File: src/design/ctep_pkg.sv
// shared constants and types of the channel end token port
package ctep_pkg;
    // thread-side operation codes
    typedef enum logic [3:0] {
        OP_OUT_BYTE  = 4'h0,
        OP_OUT_WORD  = 4'h1,
        OP_OUT_CT    = 4'h2,
        OP_IN_BYTE   = 4'h3,
        OP_IN_WORD   = 4'h4,
        OP_IN_CT     = 4'h5,
        OP_CHK_CT    = 4'h6,
        OP_TEST_CT   = 4'h7,
        OP_TEST_WCT  = 4'h8,
        OP_ST_MASTER = 4'h9,
        OP_ST_SLAVE  = 4'hA,
        OP_SP_MASTER = 4'hB,
        OP_SP_SLAVE  = 4'hC,
        OP_BLK_OUT   = 4'hD,
        OP_BLK_IN    = 4'hE,
        OP_MSG_END   = 4'hF
    } ctep_op_e;

    // gray along idle, exec, send
    typedef enum logic [1:0] {
        S_IDLE = 2'h0,
        S_EXEC = 2'h1,
        S_SEND = 2'h3
    } ctep_state_e;

    // streaming route state
    typedef enum logic [1:0] {
        R_CLOSED = 2'h0,
        R_OPEN   = 2'h1
    } ctep_route_e;

    localparam logic [7:0] end_of_message_token = 8'h01;
    localparam logic [7:0] route_pause_token    = 8'h02;
    localparam logic [7:0] HW_TOKEN_MIN         = 8'hC0;
    localparam logic [2:0] WORD_BYTES           = 3'h4;
    localparam logic [2:0] ONE_BYTE             = 3'h1;
    localparam int         BLK_W                = 16;
    localparam int         TOK_W                = 9;
    localparam int         BUF_DEPTH            = 2;
endpackage

File: src/design/ctep_buf2.sv
// small ring buffer with valid and ready on both sides
`timescale 1ns/1ns
module ctep_buf2 #(
    parameter int W = 9,
    parameter int D = 2
) (
    input  wire logic         clock,
    input  wire logic         nrst,
    input  wire logic         in_valid,
    output logic              in_ready,
    input  wire logic [W-1:0] in_data,
    output logic              out_valid,
    input  wire logic         out_ready,
    output logic [W-1:0]      out_data
);
    localparam int AW = (D > 1) ? $clog2(D) : 1;
    localparam int CW = $clog2(D + 1);

    typedef struct packed {
        logic [D-1:0][W-1:0] mem;
        logic [AW-1:0]       rd;
        logic [AW-1:0]       wr;
        logic [CW-1:0]       cnt;
    } ctep_buf_s;

    ctep_buf_s r;
    ctep_buf_s n;
    logic      push;
    logic      pop;

    // full and empty come straight from the count
    assign in_ready  = (r.cnt != CW'(D));
    assign out_valid = (r.cnt != '0);
    assign out_data  = r.mem[r.rd];
    assign push      = in_valid && in_ready;
    assign pop       = out_valid && out_ready;

    // pointers wrap at depth so any depth works
    always_comb begin
        n = r;
        if (push) begin
            n.mem[r.wr] = in_data;
            n.wr = (r.wr == AW'(D - 1)) ? '0 : r.wr + 1'b1;
        end
        if (pop) begin
            n.rd = (r.rd == AW'(D - 1)) ? '0 : r.rd + 1'b1;
        end
        case ({push, pop})
            2'b10:   n.cnt = r.cnt + 1'b1;
            2'b01:   n.cnt = r.cnt - 1'b1;
            default: n.cnt = r.cnt;
        endcase
    end

    always_ff @(posedge clock or negedge nrst) begin
        if (!nrst) begin
            r <= '0;
        end else begin
            r <= n;
        end
    end
endmodule

File: src/design/ctep_port.sv
// channel end: tagged token queue, streaming route, thread ops
`timescale 1ns/1ns
// Function
// - byte input with control token at head raises exception
// - word input with control token in its bytes raises exception
// - sending a reserved hardware control token raises exception
// - check token drops matching head token, else exception
// - control token input returns and drops head token, data excepts
// - byte test returns 1 for control head, 0 otherwise, no drop
// - word test returns first control position 1 to 4, else 0
// - master and slave starts pair and hold a route open
// - matching stops tear the route down and release it
// - with every path held, other channel traffic is blocked
// - slave start in a select is ready once master starts
// - word input in a select is ready when any data waits
// - block transfer sends and receives exactly the given count
// - raw streamed framing never mixes with message transfers
// - each tile has a network-unique readable identifier
// - each logical core has a tile-unique readable identifier
module ctep_port #(
    parameter logic [15:0] TILE_ID = 16'h0000,
    parameter logic [7:0]  CORE_ID = 8'h00
) (
    input  wire logic        clock,
    input  wire logic        nrst,
    input  wire logic        cmd_valid,
    output logic             cmd_ready,
    input  ctep_pkg::ctep_op_e cmd_op,
    input  wire logic [31:0] cmd_data,
    output logic             rsp_valid,
    output logic             rsp_exc,
    output logic [31:0]      rsp_data,
    output logic             tx_valid,
    input  wire logic        tx_ready,
    output logic             tx_ctrl,
    output logic [7:0]       tx_byte,
    input  wire logic        rx_valid,
    output logic             rx_ready,
    input  wire logic        rx_ctrl,
    input  wire logic [7:0]  rx_byte,
    input  wire logic        paths_free,
    input  wire logic        peer_route_req,
    output logic             route_hold,
    output logic             start_ready,
    output logic             word_ready,
    output logic [15:0]      tile_id,
    output logic [7:0]       core_id
);
    typedef struct packed {
        ctep_pkg::ctep_state_e      state;
        ctep_pkg::ctep_op_e         op;
        logic [31:0]                arg;
        logic [31:0]                tx_sh;
        logic                       tx_ctl;
        logic [2:0]                 tx_left;
        logic [3:0][7:0]            q_byte;
        logic [3:0]                 q_tag;
        logic [2:0]                 q_cnt;
        ctep_pkg::ctep_route_e      route;
        logic                       role_slave;
        logic [ctep_pkg::BLK_W-1:0] blk_left;
        logic                       blk_in;
        logic                       rsp_valid;
        logic                       rsp_exc;
        logic [31:0]                rsp_data;
    } ctep_port_s;

    ctep_port_s r;
    ctep_port_s n;
    logic       buf_valid;
    logic       buf_ready;
    logic [8:0] buf_tok;
    logic       tx_fire;
    logic [2:0] ct_pos;
    logic       blk_ok;
    logic       done;
    logic       exc;
    logic [31:0] dat;
    logic [2:0] pop_n;
    logic       open;
    logic       have1;
    logic       have4;
    int         j;

    // link bytes land in a two-entry buffer so a stalled gather loses none
    ctep_buf2 #(
        .W (ctep_pkg::TOK_W),
        .D (ctep_pkg::BUF_DEPTH)
    ) u_rxbuf (
        .clock     (clock),
        .nrst      (nrst),
        .in_valid  (rx_valid),
        .in_ready  (rx_ready),
        .in_data   ({rx_ctrl, rx_byte}),
        .out_valid (buf_valid),
        .out_ready (buf_ready),
        .out_data  (buf_tok)
    );

    // handshakes are combinational, data from flops
    assign cmd_ready  = (r.state == ctep_pkg::S_IDLE);
    assign open       = (r.route == ctep_pkg::R_OPEN);
    assign tx_valid   = (r.state == ctep_pkg::S_SEND) && (open || paths_free);
    assign tx_fire    = tx_valid && tx_ready;
    assign tx_ctrl    = r.tx_ctl;
    assign tx_byte    = r.tx_sh[31:24];
    assign rsp_valid  = r.rsp_valid;
    assign rsp_exc    = r.rsp_exc;
    assign rsp_data   = r.rsp_data;
    assign route_hold = open;
    assign start_ready = !open && peer_route_req;
    assign word_ready = (r.q_cnt != '0) || buf_valid;
    assign tile_id    = TILE_ID;
    assign core_id    = CORE_ID;
    assign have1      = (r.q_cnt != '0);
    assign have4      = (r.q_cnt == ctep_pkg::WORD_BYTES);

    // first control token among the held bytes, 1 based, 0 if none
    always_comb begin
        ct_pos = '0;
        for (int i = 3; i >= 0; i--) begin
            if ((3'(i) < r.q_cnt) && r.q_tag[i]) begin
                ct_pos = 3'(i + 1);
            end
        end
    end

    // while a block is counting only its own byte op is legal
    assign blk_ok = (r.blk_left == '0) ||
        (r.op == (r.blk_in ? ctep_pkg::OP_IN_BYTE : ctep_pkg::OP_OUT_BYTE));

    // next-state logic for the whole end
    always_comb begin
        n = r;
        n.rsp_valid = 1'b0;
        done  = 1'b0;
        exc   = 1'b0;
        dat   = '0;
        pop_n = '0;
        j     = 0;
        buf_ready = 1'b0;
        case (r.state)
            ctep_pkg::S_IDLE: begin
                if (cmd_valid) begin
                    n.op    = cmd_op;
                    n.arg   = cmd_data;
                    n.state = ctep_pkg::S_EXEC;
                end
            end
            ctep_pkg::S_EXEC: begin
                if (!blk_ok) begin
                    done = 1'b1;
                    exc  = 1'b1;
                end else begin
                    case (r.op)
                        ctep_pkg::OP_OUT_BYTE: begin
                            n.tx_sh   = {r.arg[7:0], 24'h000000};
                            n.tx_ctl  = 1'b0;
                            n.tx_left = ctep_pkg::ONE_BYTE;
                            n.state   = ctep_pkg::S_SEND;
                            if (r.blk_left != '0) begin
                                n.blk_left = r.blk_left - 1'b1;
                            end
                        end
                        ctep_pkg::OP_OUT_WORD: begin
                            // most significant byte goes first
                            n.tx_sh   = r.arg;
                            n.tx_ctl  = 1'b0;
                            n.tx_left = ctep_pkg::WORD_BYTES;
                            n.state   = ctep_pkg::S_SEND;
                        end
                        ctep_pkg::OP_OUT_CT: begin
                            if (r.arg[7:0] >= ctep_pkg::HW_TOKEN_MIN) begin
                                done = 1'b1;
                                exc  = 1'b1;
                            end else if (open &&
                                ((r.arg[7:0] == ctep_pkg::end_of_message_token) ||
                                 (r.arg[7:0] == ctep_pkg::route_pause_token))) begin
                                // refused so a stray token cannot drop the route
                                done = 1'b1;
                                exc  = 1'b1;
                            end else begin
                                n.tx_sh   = {r.arg[7:0], 24'h000000};
                                n.tx_ctl  = 1'b1;
                                n.tx_left = ctep_pkg::ONE_BYTE;
                                n.state   = ctep_pkg::S_SEND;
                            end
                        end
                        ctep_pkg::OP_MSG_END: begin
                            if (open) begin
                                done = 1'b1;
                                exc  = 1'b1;
                            end else begin
                                n.tx_sh   = {ctep_pkg::end_of_message_token, 24'h000000};
                                n.tx_ctl  = 1'b1;
                                n.tx_left = ctep_pkg::ONE_BYTE;
                                n.state   = ctep_pkg::S_SEND;
                            end
                        end
                        ctep_pkg::OP_IN_BYTE: begin
                            if (have1) begin
                                done = 1'b1;
                                if (r.q_tag[0]) begin
                                    exc = 1'b1;
                                end else begin
                                    dat   = {24'h000000, r.q_byte[0]};
                                    pop_n = ctep_pkg::ONE_BYTE;
                                    if (r.blk_left != '0) begin
                                        n.blk_left = r.blk_left - 1'b1;
                                    end
                                end
                            end
                        end
                        ctep_pkg::OP_IN_WORD: begin
                            if (ct_pos != '0) begin
                                done = 1'b1;
                                exc  = 1'b1;
                            end else if (have4) begin
                                done  = 1'b1;
                                dat   = r.q_byte;
                                pop_n = ctep_pkg::WORD_BYTES;
                            end
                        end
                        ctep_pkg::OP_IN_CT: begin
                            if (have1) begin
                                done = 1'b1;
                                if (r.q_tag[0]) begin
                                    dat   = {24'h000000, r.q_byte[0]};
                                    pop_n = ctep_pkg::ONE_BYTE;
                                end else begin
                                    exc = 1'b1;
                                end
                            end
                        end
                        ctep_pkg::OP_CHK_CT: begin
                            if (have1) begin
                                done = 1'b1;
                                if (r.q_tag[0] && (r.q_byte[0] == r.arg[7:0])) begin
                                    pop_n = ctep_pkg::ONE_BYTE;
                                end else begin
                                    exc = 1'b1;
                                end
                            end
                        end
                        ctep_pkg::OP_TEST_CT: begin
                            if (have1) begin
                                done = 1'b1;
                                dat  = {31'h00000000, r.q_tag[0]};
                            end
                        end
                        ctep_pkg::OP_TEST_WCT: begin
                            if ((ct_pos != '0) || have4) begin
                                done = 1'b1;
                                dat  = {29'h00000000, ct_pos};
                            end
                        end
                        ctep_pkg::OP_ST_MASTER: begin
                            if (open) begin
                                done = 1'b1;
                                exc  = 1'b1;
                            end else if (paths_free) begin
                                // waits here while every path is held
                                done         = 1'b1;
                                n.route      = ctep_pkg::R_OPEN;
                                n.role_slave = 1'b0;
                            end
                        end
                        ctep_pkg::OP_ST_SLAVE: begin
                            if (open) begin
                                done = 1'b1;
                                exc  = 1'b1;
                            end else if (peer_route_req) begin
                                done         = 1'b1;
                                n.route      = ctep_pkg::R_OPEN;
                                n.role_slave = 1'b1;
                            end
                        end
                        ctep_pkg::OP_SP_MASTER,
                        ctep_pkg::OP_SP_SLAVE: begin
                            done = 1'b1;
                            if (open &&
                                (r.role_slave == (r.op == ctep_pkg::OP_SP_SLAVE))) begin
                                n.route = ctep_pkg::R_CLOSED;
                            end else begin
                                exc = 1'b1;
                            end
                        end
                        ctep_pkg::OP_BLK_OUT,
                        ctep_pkg::OP_BLK_IN: begin
                            done       = 1'b1;
                            n.blk_left = r.arg[ctep_pkg::BLK_W-1:0];
                            n.blk_in   = (r.op == ctep_pkg::OP_BLK_IN);
                        end
                        default: begin
                            done = 1'b1;
                            exc  = 1'b1;
                        end
                    endcase
                end
            end
            ctep_pkg::S_SEND: begin
                if (tx_fire) begin
                    n.tx_sh   = {r.tx_sh[23:0], 8'h00};
                    n.tx_left = r.tx_left - ctep_pkg::ONE_BYTE;
                    if (r.tx_left == ctep_pkg::ONE_BYTE) begin
                        done = 1'b1;
                    end
                end
            end
            default: n.state = ctep_pkg::S_IDLE;
        endcase
        if (done) begin
            n.rsp_valid = 1'b1;
            n.rsp_exc   = exc;
            n.rsp_data  = exc ? 32'h00000000 : dat;
            n.state     = ctep_pkg::S_IDLE;
        end
        // drop consumed bytes, tags travel with them
        for (int i = 0; i < 4; i++) begin
            j = i + int'(pop_n);
            if (j < 4) begin
                n.q_byte[i] = r.q_byte[j[1:0]];
                n.q_tag[i]  = r.q_tag[j[1:0]];
            end else begin
                n.q_byte[i] = 8'h00;
                n.q_tag[i]  = 1'b0;
            end
        end
        n.q_cnt = r.q_cnt - pop_n;
        // refill in the same cycle so a word completes as fast as bytes come
        buf_ready = (n.q_cnt < ctep_pkg::WORD_BYTES);
        if (buf_ready && buf_valid) begin
            n.q_byte[n.q_cnt[1:0]] = buf_tok[7:0];
            n.q_tag[n.q_cnt[1:0]]  = buf_tok[8];
            n.q_cnt = n.q_cnt + ctep_pkg::ONE_BYTE;
        end
    end

    always_ff @(posedge clock or negedge nrst) begin
        if (!nrst) begin
            r <= '0;
        end else begin
            r <= n;
        end
    end
endmodule

File: config.mk
export PLATFORM = sky130hd
export DESIGN_NAME = ctep_port
export DESIGN_NICKNAME = d
export VERILOG_FILES = /design/src/design/ctep_pkg.sv /design/src/design/ctep_buf2.sv /design/src/design/ctep_port.sv
export SDC_FILE = /design/constraint.sdc
export NUM_CORES = 1
export LEC_CHECK = 0
export BUFFER_PORTS_ARGS = -buffer_cell sky130_fd_sc_hd__buf_2
export CAP_MARGIN = 0
export CORE_MARGIN = 2
export CORE_UTILIZATION = 45
export CTS_CLUSTER_SIZE = 16
export DETAILED_ROUTE_END_ITERATION = 12
export PLACE_DENSITY_LB_ADDON = 0.12
export SLEW_MARGIN = 40
export SYNTH_ARGS = -nofsm -noshare
export SYNTH_HDL_FRONTEND = slang
export SYNTH_SLANG_ARGS = --single-unit
File: constraint.sdc
create_clock -name clock -period 3.72 [get_ports clock]
set_input_delay 0.186 -clock clock [delete_from_list [all_inputs] [get_ports clock]]
set_output_delay 0.186 -clock clock [all_outputs]
set_load 0.01 [all_outputs]
==> qor.txt, run 1 <==
Chip Width: 152 microns
Worst path max stage delay: 0.54 ns
first-pass GRT wire length: 41200 microns
Post-synth EDFFs: 0
1st-pass router iterations: 5
Max transition margin: 46.7%
post-synthesis sequential area ratio: 47.6%
layout cell share with drive strength beyond 1: 23.9%
clk root buf: clkbuf_16
NumNets Final: 1127
Final Max Slew Viols: 0
Netlist cell types: 71
worst hold-check path type: input pin to flip-flop
Die Height: 152 microns
htree depth: 4
Min Clock Period, post-route: 3.52 ns
Worst Hold Path Cells: 3
total area of sequential cells: 0.00470 sq mm
P&R area growth vs syn: 16.5%
Initial Util: 45.6%
Peak VDD IR: 316 uV
capturing point of the worst reg2reg path: r[57]
Crit path arrival time: 3.89 ns
Tot Pwr: 7930 uW
Pwr Density: 688 mW/mm^2
FF-to-FF setup slack: 0.20 ns
number of global-route vias before repair: 7248
Pleak: 0.00536 uW
Detail Placement HPWL: 17400 microns
Clock Path Buffers: 2
Worst setup EP type: flip-flop
# DRC: 0
Sink Count: 188
via count: 7693
status: finished clean
grt ovf: 0
sink of the worst hold path: r[163]
register bit total from synthesis: 188
Setup TNS: 0 ns
critical path required time: 4.08 ns
Clock transition at path regs: 0.07 ns
port bufs: 100
Comb power frac: 33.6%
multi-input logic area: 0.00453 sq mm
cts bufs inserted: 17
GRT Util Overall: 22.2%
startpoint types: flip-flop
Clk Latency, worst-skew pair: 0.44 ns
Core ar.: 0.0217 sq mm
GPL Wtd Cong: 0.882
Peak Freq: 0.284 GHz
Mean Syn Cell Area: 10.2 sq um
worst hold start: cmd_op[2]
DRT Wirelength: 25700 microns
worst r2r src: r[35]
utilization after layout: 53.1%
# rows: 54
RSZ-0062 raised after global routing: yes
Iter 0 DRT Violations: 602
final setup violating endpoints: 0
Post-synth ARST share: 100%
Post-Synthesis Cells: 969
Top FF cell, synth: dfrtp_1
Worst Skew: 0.0106 ns
Die ar.: 0.0232 sq mm
slowest CP cell: nor3_2
Worst Reg2Reg Path Length in Cells: 15
WL/cell: 18.9 microns
routed vias/inst: 5.66
Int Pwr: 4900 uW
mapped cell area: 0.00989 sq mm
ANT cells: 0
CP Class: flip-flop to flip-flop
fin crit share: 94.7%
Final ANT Viol Nets: 0
TritonCTS clock tree: built
Hold Vio Cnt, Final: 0
Seq pwr share: 42.2%
Critical Path Fanout Max: 9
Net Sw Frac: 38.2%
worst path cell trace: inv_1 -> ha_2 -> or3b_4 -> nor4_4 -> a32o_2 -> o211ai_1 -> inv_1 -> ha_2 -> ha_4 -> ha_1 -> nand2_1 -> or3_1 -> nor3_2 -> nor3_2 -> mux2i_1
antenna violations before repair: 0
Warnings, synthesis: 0
clock network power share: 24.2%
Ports: 125
worst-margin pin slew: 0.777 ns
Switch Pwr: 3030 uW
max_cap viols: 0
# fillers: 1927
largest net degree at the start of global routing: 81
[metal layers]
metal | track usage, % | up-vias | wire, microns
li1 | - | 3631 | -
met1 | 34.5 | 3778 | 12700
met4 | 5.12 | 0 | 269
met2 | 32.1 | 261 | 11200
met3 | 4.29 | 23 | 1500
met5 | 0 | - | 0
[timing repair]
item | 4_1_cts | 5_1_grt
setup buffers | 0 | 2
hold endpoints to repair | 131 | 0
hold buffers | 45 | 0
gates resized for setup | 0 | 7
setup endpoints to repair | 0 | 29
[cells in the final DEF, fill, tap and decap left out, types with 12 or more instances in the layout]
cell / instances
a21oi_1: 24
a221oi_1: 17
a22o_1: 32
buf_2: 99
buf_4: 38
clkbuf_16: 17
conb_1: 24
dfrtp_1: 188
dlygate4sd3_1: 45
inv_1: 13
mux2_2: 55
mux2i_1: 51
nand2_1: 57
nand3_1: 38
nor2_1: 91
nor3_1: 27
o21ai_0: 30
o22ai_1: 29
o31ai_1: 12
xnor2_1: 14
[flip-flops by register name (all words and copies together), names as in the netlist]
signal / flops
tx_ctrl: 1
rsp_data: 32
rsp_valid: 1
rsp_exc: 1
tx_byte: 8
r: 123
u_rxbuf.r: 22
[power by group through the flow]
| stage | clock network (uW) | registers (uW) | logic [uW] |
|---|---|---|---|
| 2_1_floorplan | 0 | 3100 | 1940 |
| 3_3_place_gp | 0 | 3370 | 2520 |
| 3_5_place_dp | 0 | 3370 | 2570 |
| 4_1_cts | 1960 | 3340 | 2620 |
| 5_1_grt | 2040 | 3430 | 2950 |
| 6_report | 1920 | 3350 | 2660 |
[critical path: cells and delay by family, from the launching register on]
kind | cells | cell delay, ns
adder cells (fa/ha/maj) | 4 | 0.78
buffers and inverters | 2 | 0.17
flip-flops | 1 | 0.42
AO/OA/AOI/OAI | 2 | 0.37
multiplexers | 1 | 0.25
AND/OR/NAND/NOR | 6 | 1.45
[through the flow]
step / cell area [sq um] / cells / hold WS (ns) / worst slack, ns
floorplan: 9990 / 992 / -0.110 / 0.00425
global placement: 10400 / 1279 / 0.277 / 0.303
detailed placement: 10400 / 1279 / 0.272 / 0.237
CTS: 11500 / 1356 / 0.00918 / 0.200
global route: 11500 / 1358 / 0.00591 / 0.0112
finish: 11500 / 1358 / 0.0120 / 0.197
[cells by family after synthesis]
| kind of cell | Yosys count | synth area share, % |
|---|---|---|
| AO/OA/AOI/OAI | 209 | 15.2 |
| multiplexers | 106 | 11.4 |
| other | 1 | 0.0379 |
| flip-flops | 188 | 47.6 |
| XOR/XNOR | 16 | 1.42 |
| AND/OR/NAND/NOR | 294 | 14.8 |
| buffers and inverters | 145 | 8.24 |
| adder cells (fa/ha/maj) | 10 | 1.27 |
[final cells by class]
cell class / count / area share (%)
Multi-Input combinational cell: 659 / 39.3
Timing Repair Buffer: 184 / 11.0
Tap cell: 280 / 3.04
Sequential cell: 188 / 40.8
Inverter: 15 / 0.489
Clock inverter: 14 / 1.54
Clock buffer: 18 / 3.81
[synthesized netlist by cell type (all sizes together), types with 8 or more instances]
| cell type | number | area [sq um] |
|---|---|---|
| a21oi | 24 | 120 |
| a221oi | 17 | 149 |
| a22o | 32 | 280 |
| a22oi | 8 | 60.1 |
| a31oi | 10 | 62.6 |
| buf | 79 | 567 |
| clkbuf | 51 | 191 |
| dfrtp | 188 | 4700 |
| ha | 10 | 125 |
| inv | 15 | 56.3 |
| mux2 | 55 | 619 |
| mux2i | 51 | 510 |
| nand2 | 57 | 214 |
| nand2b | 9 | 56.3 |
| nand3 | 38 | 190 |
| nor2 | 91 | 342 |
| nor2b | 9 | 56.3 |
| nor3 | 35 | 221 |
| o21ai | 32 | 160 |
| o22ai | 29 | 181 |
| o31ai | 12 | 90.1 |
| or2 | 8 | 50.1 |
| xnor2 | 14 | 123 |
[worst max-delay path by stage]
stage | depth (start not counted) | endpoint | from | slack, ns
2_1_floorplan | 20 | r[88] | r[35] | 0.004
3_3_place_gp | 15 | r[57] | r[35] | 0.30
3_5_place_dp | 15 | r[57] | r[35] | 0.24
4_1_cts | 17 | r[92] | r[35] | 0.20
5_1_grt | 17 | r[90] | r[35] | 0.01
6_report | 15 | r[57] | r[35] | 0.20
(Power assumes the default switching activity.)
==> run 2, diff against run 1 <==
--- a/config.mk
+++ b/config.mk
@@ -8,7 +8,7 @@
 export BUFFER_PORTS_ARGS = -buffer_cell sky130_fd_sc_hd__buf_2
 export CAP_MARGIN = 0
 export CORE_MARGIN = 2
-export CORE_UTILIZATION = 45
+export CORE_UTILIZATION = 36
 export CTS_CLUSTER_SIZE = 16
 export DETAILED_ROUTE_END_ITERATION = 12
 export PLACE_DENSITY_LB_ADDON = 0.12
==> qor.txt, run 2 (synthesis gave the netlist of run 1 again) <==
status: finished clean
# fillers: 2650 (+38%)
DRT Wirelength: 27400 microns (+6.7%)
Comb power frac: 34.2% (+0.6 points)
Hold Vio Cnt, Final: 0 (unchanged)
grt ovf: 0 (unchanged)
Pwr Density: 682 mW/mm^2 (-0.92%)
Final ANT Viol Nets: 0 (unchanged)
clock network power share: 23.8% (-0.4 points)
most numerous cell on the critical path: ha_1
Net Sw Frac: 39.0% (+0.81 points)
Clock transition at path regs: 0.08 ns (about the same)
fin crit share: 94.3% (-0.36 points)
Peak Freq: 0.285 GHz (+0.38%)
pre-CTS WS: 0.211 ns (-0.0260 ns)
CP Class: flip-flop to flip-flop
htree depth: 4 (unchanged)
Seq pwr share: 42.1% (about the same)
cts bufs inserted: 17 (unchanged)
Detail Placement HPWL: 19000 microns (+8.9%)
NumNets Final: 1129 (+0.18%)
via count: 7648 (-0.58%)
Die Height: 170 microns (+11%)
Pleak: 0.00537 uW (+0.33%)
Switch Pwr: 3080 uW (+1.6%)
Sink Count: 188 (unchanged)
Iter 0 DRT Violations: 546 (-9.3%)
Setup TNS: 0 ns (unchanged)
antenna violations before repair: 0 (unchanged)
# DRC: 0 (unchanged)
layout cell share with drive strength beyond 1: 23.8% (-0.11 points)
Int Pwr: 4810 uW (-1.8%)
Worst setup EP type: flip-flop
port bufs: 100 (unchanged)
Routed met2 length: 11800 microns (+5.2%)
routed vias/inst: 5.39 (-4.9%)
Peak VDD IR: 300 uV (-4.9%)
Design Area, Final: 0.0116 sq mm (+0.43%)
TritonCTS clock tree: built
most frequent cells in the layout: dfrtp_1 (188), buf_2 (99), nor2_1 (91)
Initial Util: 36.7% (-8.9 points)
Ports: 125 (unchanged)
worst hold-check path type: input pin to flip-flop
most common cell after layout, fill and taps aside: dfrtp_1
dpl cell area: 0.0105 sq mm (+1.2%)
Final Max Slew Viols: 0 (unchanged)
Clk Latency, worst-skew pair: 0.43 ns (about the same)
worst path cell trace: inv_1 -> ha_1 -> or3b_4 -> nor4_4 -> a32o_1 -> o211ai_1 -> inv_1 -> ha_1 -> ha_1 -> inv_1 -> ha_1 -> nand2_1 -> or3_1 -> nor3_2 -> nor3_1 -> buf_4 -> mux2i_1
met1 WL: 14100 microns (+11%)
largest net degree at the start of global routing: 87 (+7.4%)
GPL Wtd Cong: 0.836 (-5.3%)
Critical Path Fanout Max: 9 (unchanged)
GRT Util Overall: 19.6% (-2.7 points)
Crit path arrival time: 3.78 ns (-0.11 ns)
RSZ-0062 raised after global routing: no
number of global-route vias before repair: 7470 (+3.1%)
Tot Pwr: 7890 uW (-0.49%)
slowest CP cell: or3b_4
Buf/Inv on CP: 4 (+2)
WL/cell: 19.3 microns (+2.0%)
Worst Skew: 0.0188 ns (+0.00817 ns)
max_cap viols: 0 (unchanged)
Core ar.: 0.0270 sq mm (+24%)
delay-heaviest family, CP: simple AND/OR/NAND/NOR gates
Max transition margin: 46.7% (about the same)
startpoint types: flip-flop
first-pass GRT wire length: 43700 microns (+6.0%)
ANT cells: 0 (unchanged)
final setup violating endpoints: 0 (unchanged)
Clock Path Buffers: 2 (unchanged)
1st-pass router iterations: 5 (unchanged)
# rows: 60 (+11%)
WL met3: 1150 microns (-24%)
Chip Width: 170 microns (+11%)
Worst path max stage delay: 0.43 ns (-0.11 ns)
Die ar.: 0.0288 sq mm (+24%)
Min Clock Period, post-route: 3.51 ns (-0.0134 ns)
fin worst setup slack: 0.210 ns (+0.0134 ns)
number of flip-flops under the largest register name: 123 (unchanged)
Biggest register: r
highest routed metal layer: met4
worst-margin pin slew: 0.777 ns (+0.000402 ns)
critical path required time: 3.99 ns (-0.09 ns)
clk root buf: clkbuf_16
P&R area growth vs syn: 17.0%
run 2: changes by cell type in the layout (fill, tap and decap cells not counted), moves of 2 or more:
cell | before | now
ha_2 | 2 | 0
dlygate4sd3_1 | 45 | 42
ha_1 | 7 | 10
clkinvlp_4 | 4 | 1
buf_4 | 38 | 43
run 2: power groups by stage:
| stage | clock network (uW) | logic, uW | registers [uW] |
|---|---|---|---|
| after floorplan | 0 | 1940 | 3100 |
| after global routing | 2020 | 3010 | 3410 |
| after global placement | 0 | 2630 | 3350 |
| after CTS | 1930 | 2710 | 3320 |
| after detailed placement | 0 | 2670 | 3360 |
| final | 1870 | 2700 | 3320 |
run 2: worst paths after layout:
check,to,depth (start not counted),from,slack [ns]
setup reg to reg,r[88],17,r[35],0.21
max in group asynchronous,r[39],3,nrst,2.40
min in group asynchronous,u_rxbuf.r[11],2,nrst,0.38
hold reg to reg,r[104],2,r[104],0.47
setup / recovery,r[88],17,r[35],0.21
hold / removal,u_rxbuf.r[5],2,rx_byte[1],0.02
run 2: worst register-to-register path, cell delays in order (launching register included):
cell      delay [ns]
dfrtp_1         0.42
inv_1           0.07
ha_1            0.18
or3b_4          0.43
nor4_4          0.18
a32o_1          0.25
o211ai_1        0.15
inv_1           0.09
ha_1            0.14
ha_1            0.26
inv_1           0.10
ha_1            0.17
nand2_1         0.09
or3_1           0.34
nor3_2          0.11
nor3_1          0.07
buf_4           0.19
mux2i_1         0.13
run 2: routing by layer:
layer	up-vias	GRT usage [%]
li1	3647	-
met1	3770	30.0
met2	206	28.1
met3	25	3.50
met4	0	5.09
met5	-	0
run 2: area by class of cell:
| type | count | area, sq um | share of cell area [%] |
|---|---|---|---|
| inverters | 15 | 56.3 | 0.487 |
| repair buffers | 186 | 1270 | 11.0 |
| clock inverters | 14 | 170 | 1.47 |
| multi-input cells | 659 | 4510 | 39.0 |
| flip-flops and latches | 188 | 4700 | 40.7 |
| well taps | 341 | 427 | 3.69 |
| clock buffers | 17 | 425 | 3.68 |
run 2: through the flow:
| step | utilization, % | hold WS, ns | cells |
|---|---|---|---|
| 2_1_floorplan | - | -0.110 | 992 |
| 3_3_place_gp | 39.1 | 0.302 | 1347 |
| 3_5_place_dp | 39.1 | 0.309 | 1347 |
| 4_1_cts | 42.8 | 0.00264 | 1418 |
| 5_1_grt | 42.9 | 0.0104 | 1420 |
| 6_report | 42.9 | 0.0208 | 1420 |
run 2: repair_timing:
action / CTS / global route
endpoints found under the hold margin: 127 / 2
resized for setup: 0 / 3
setup buffers: 0 / 0
setup endpoints to repair: 0 / 13
hold buffers: 40 / 2
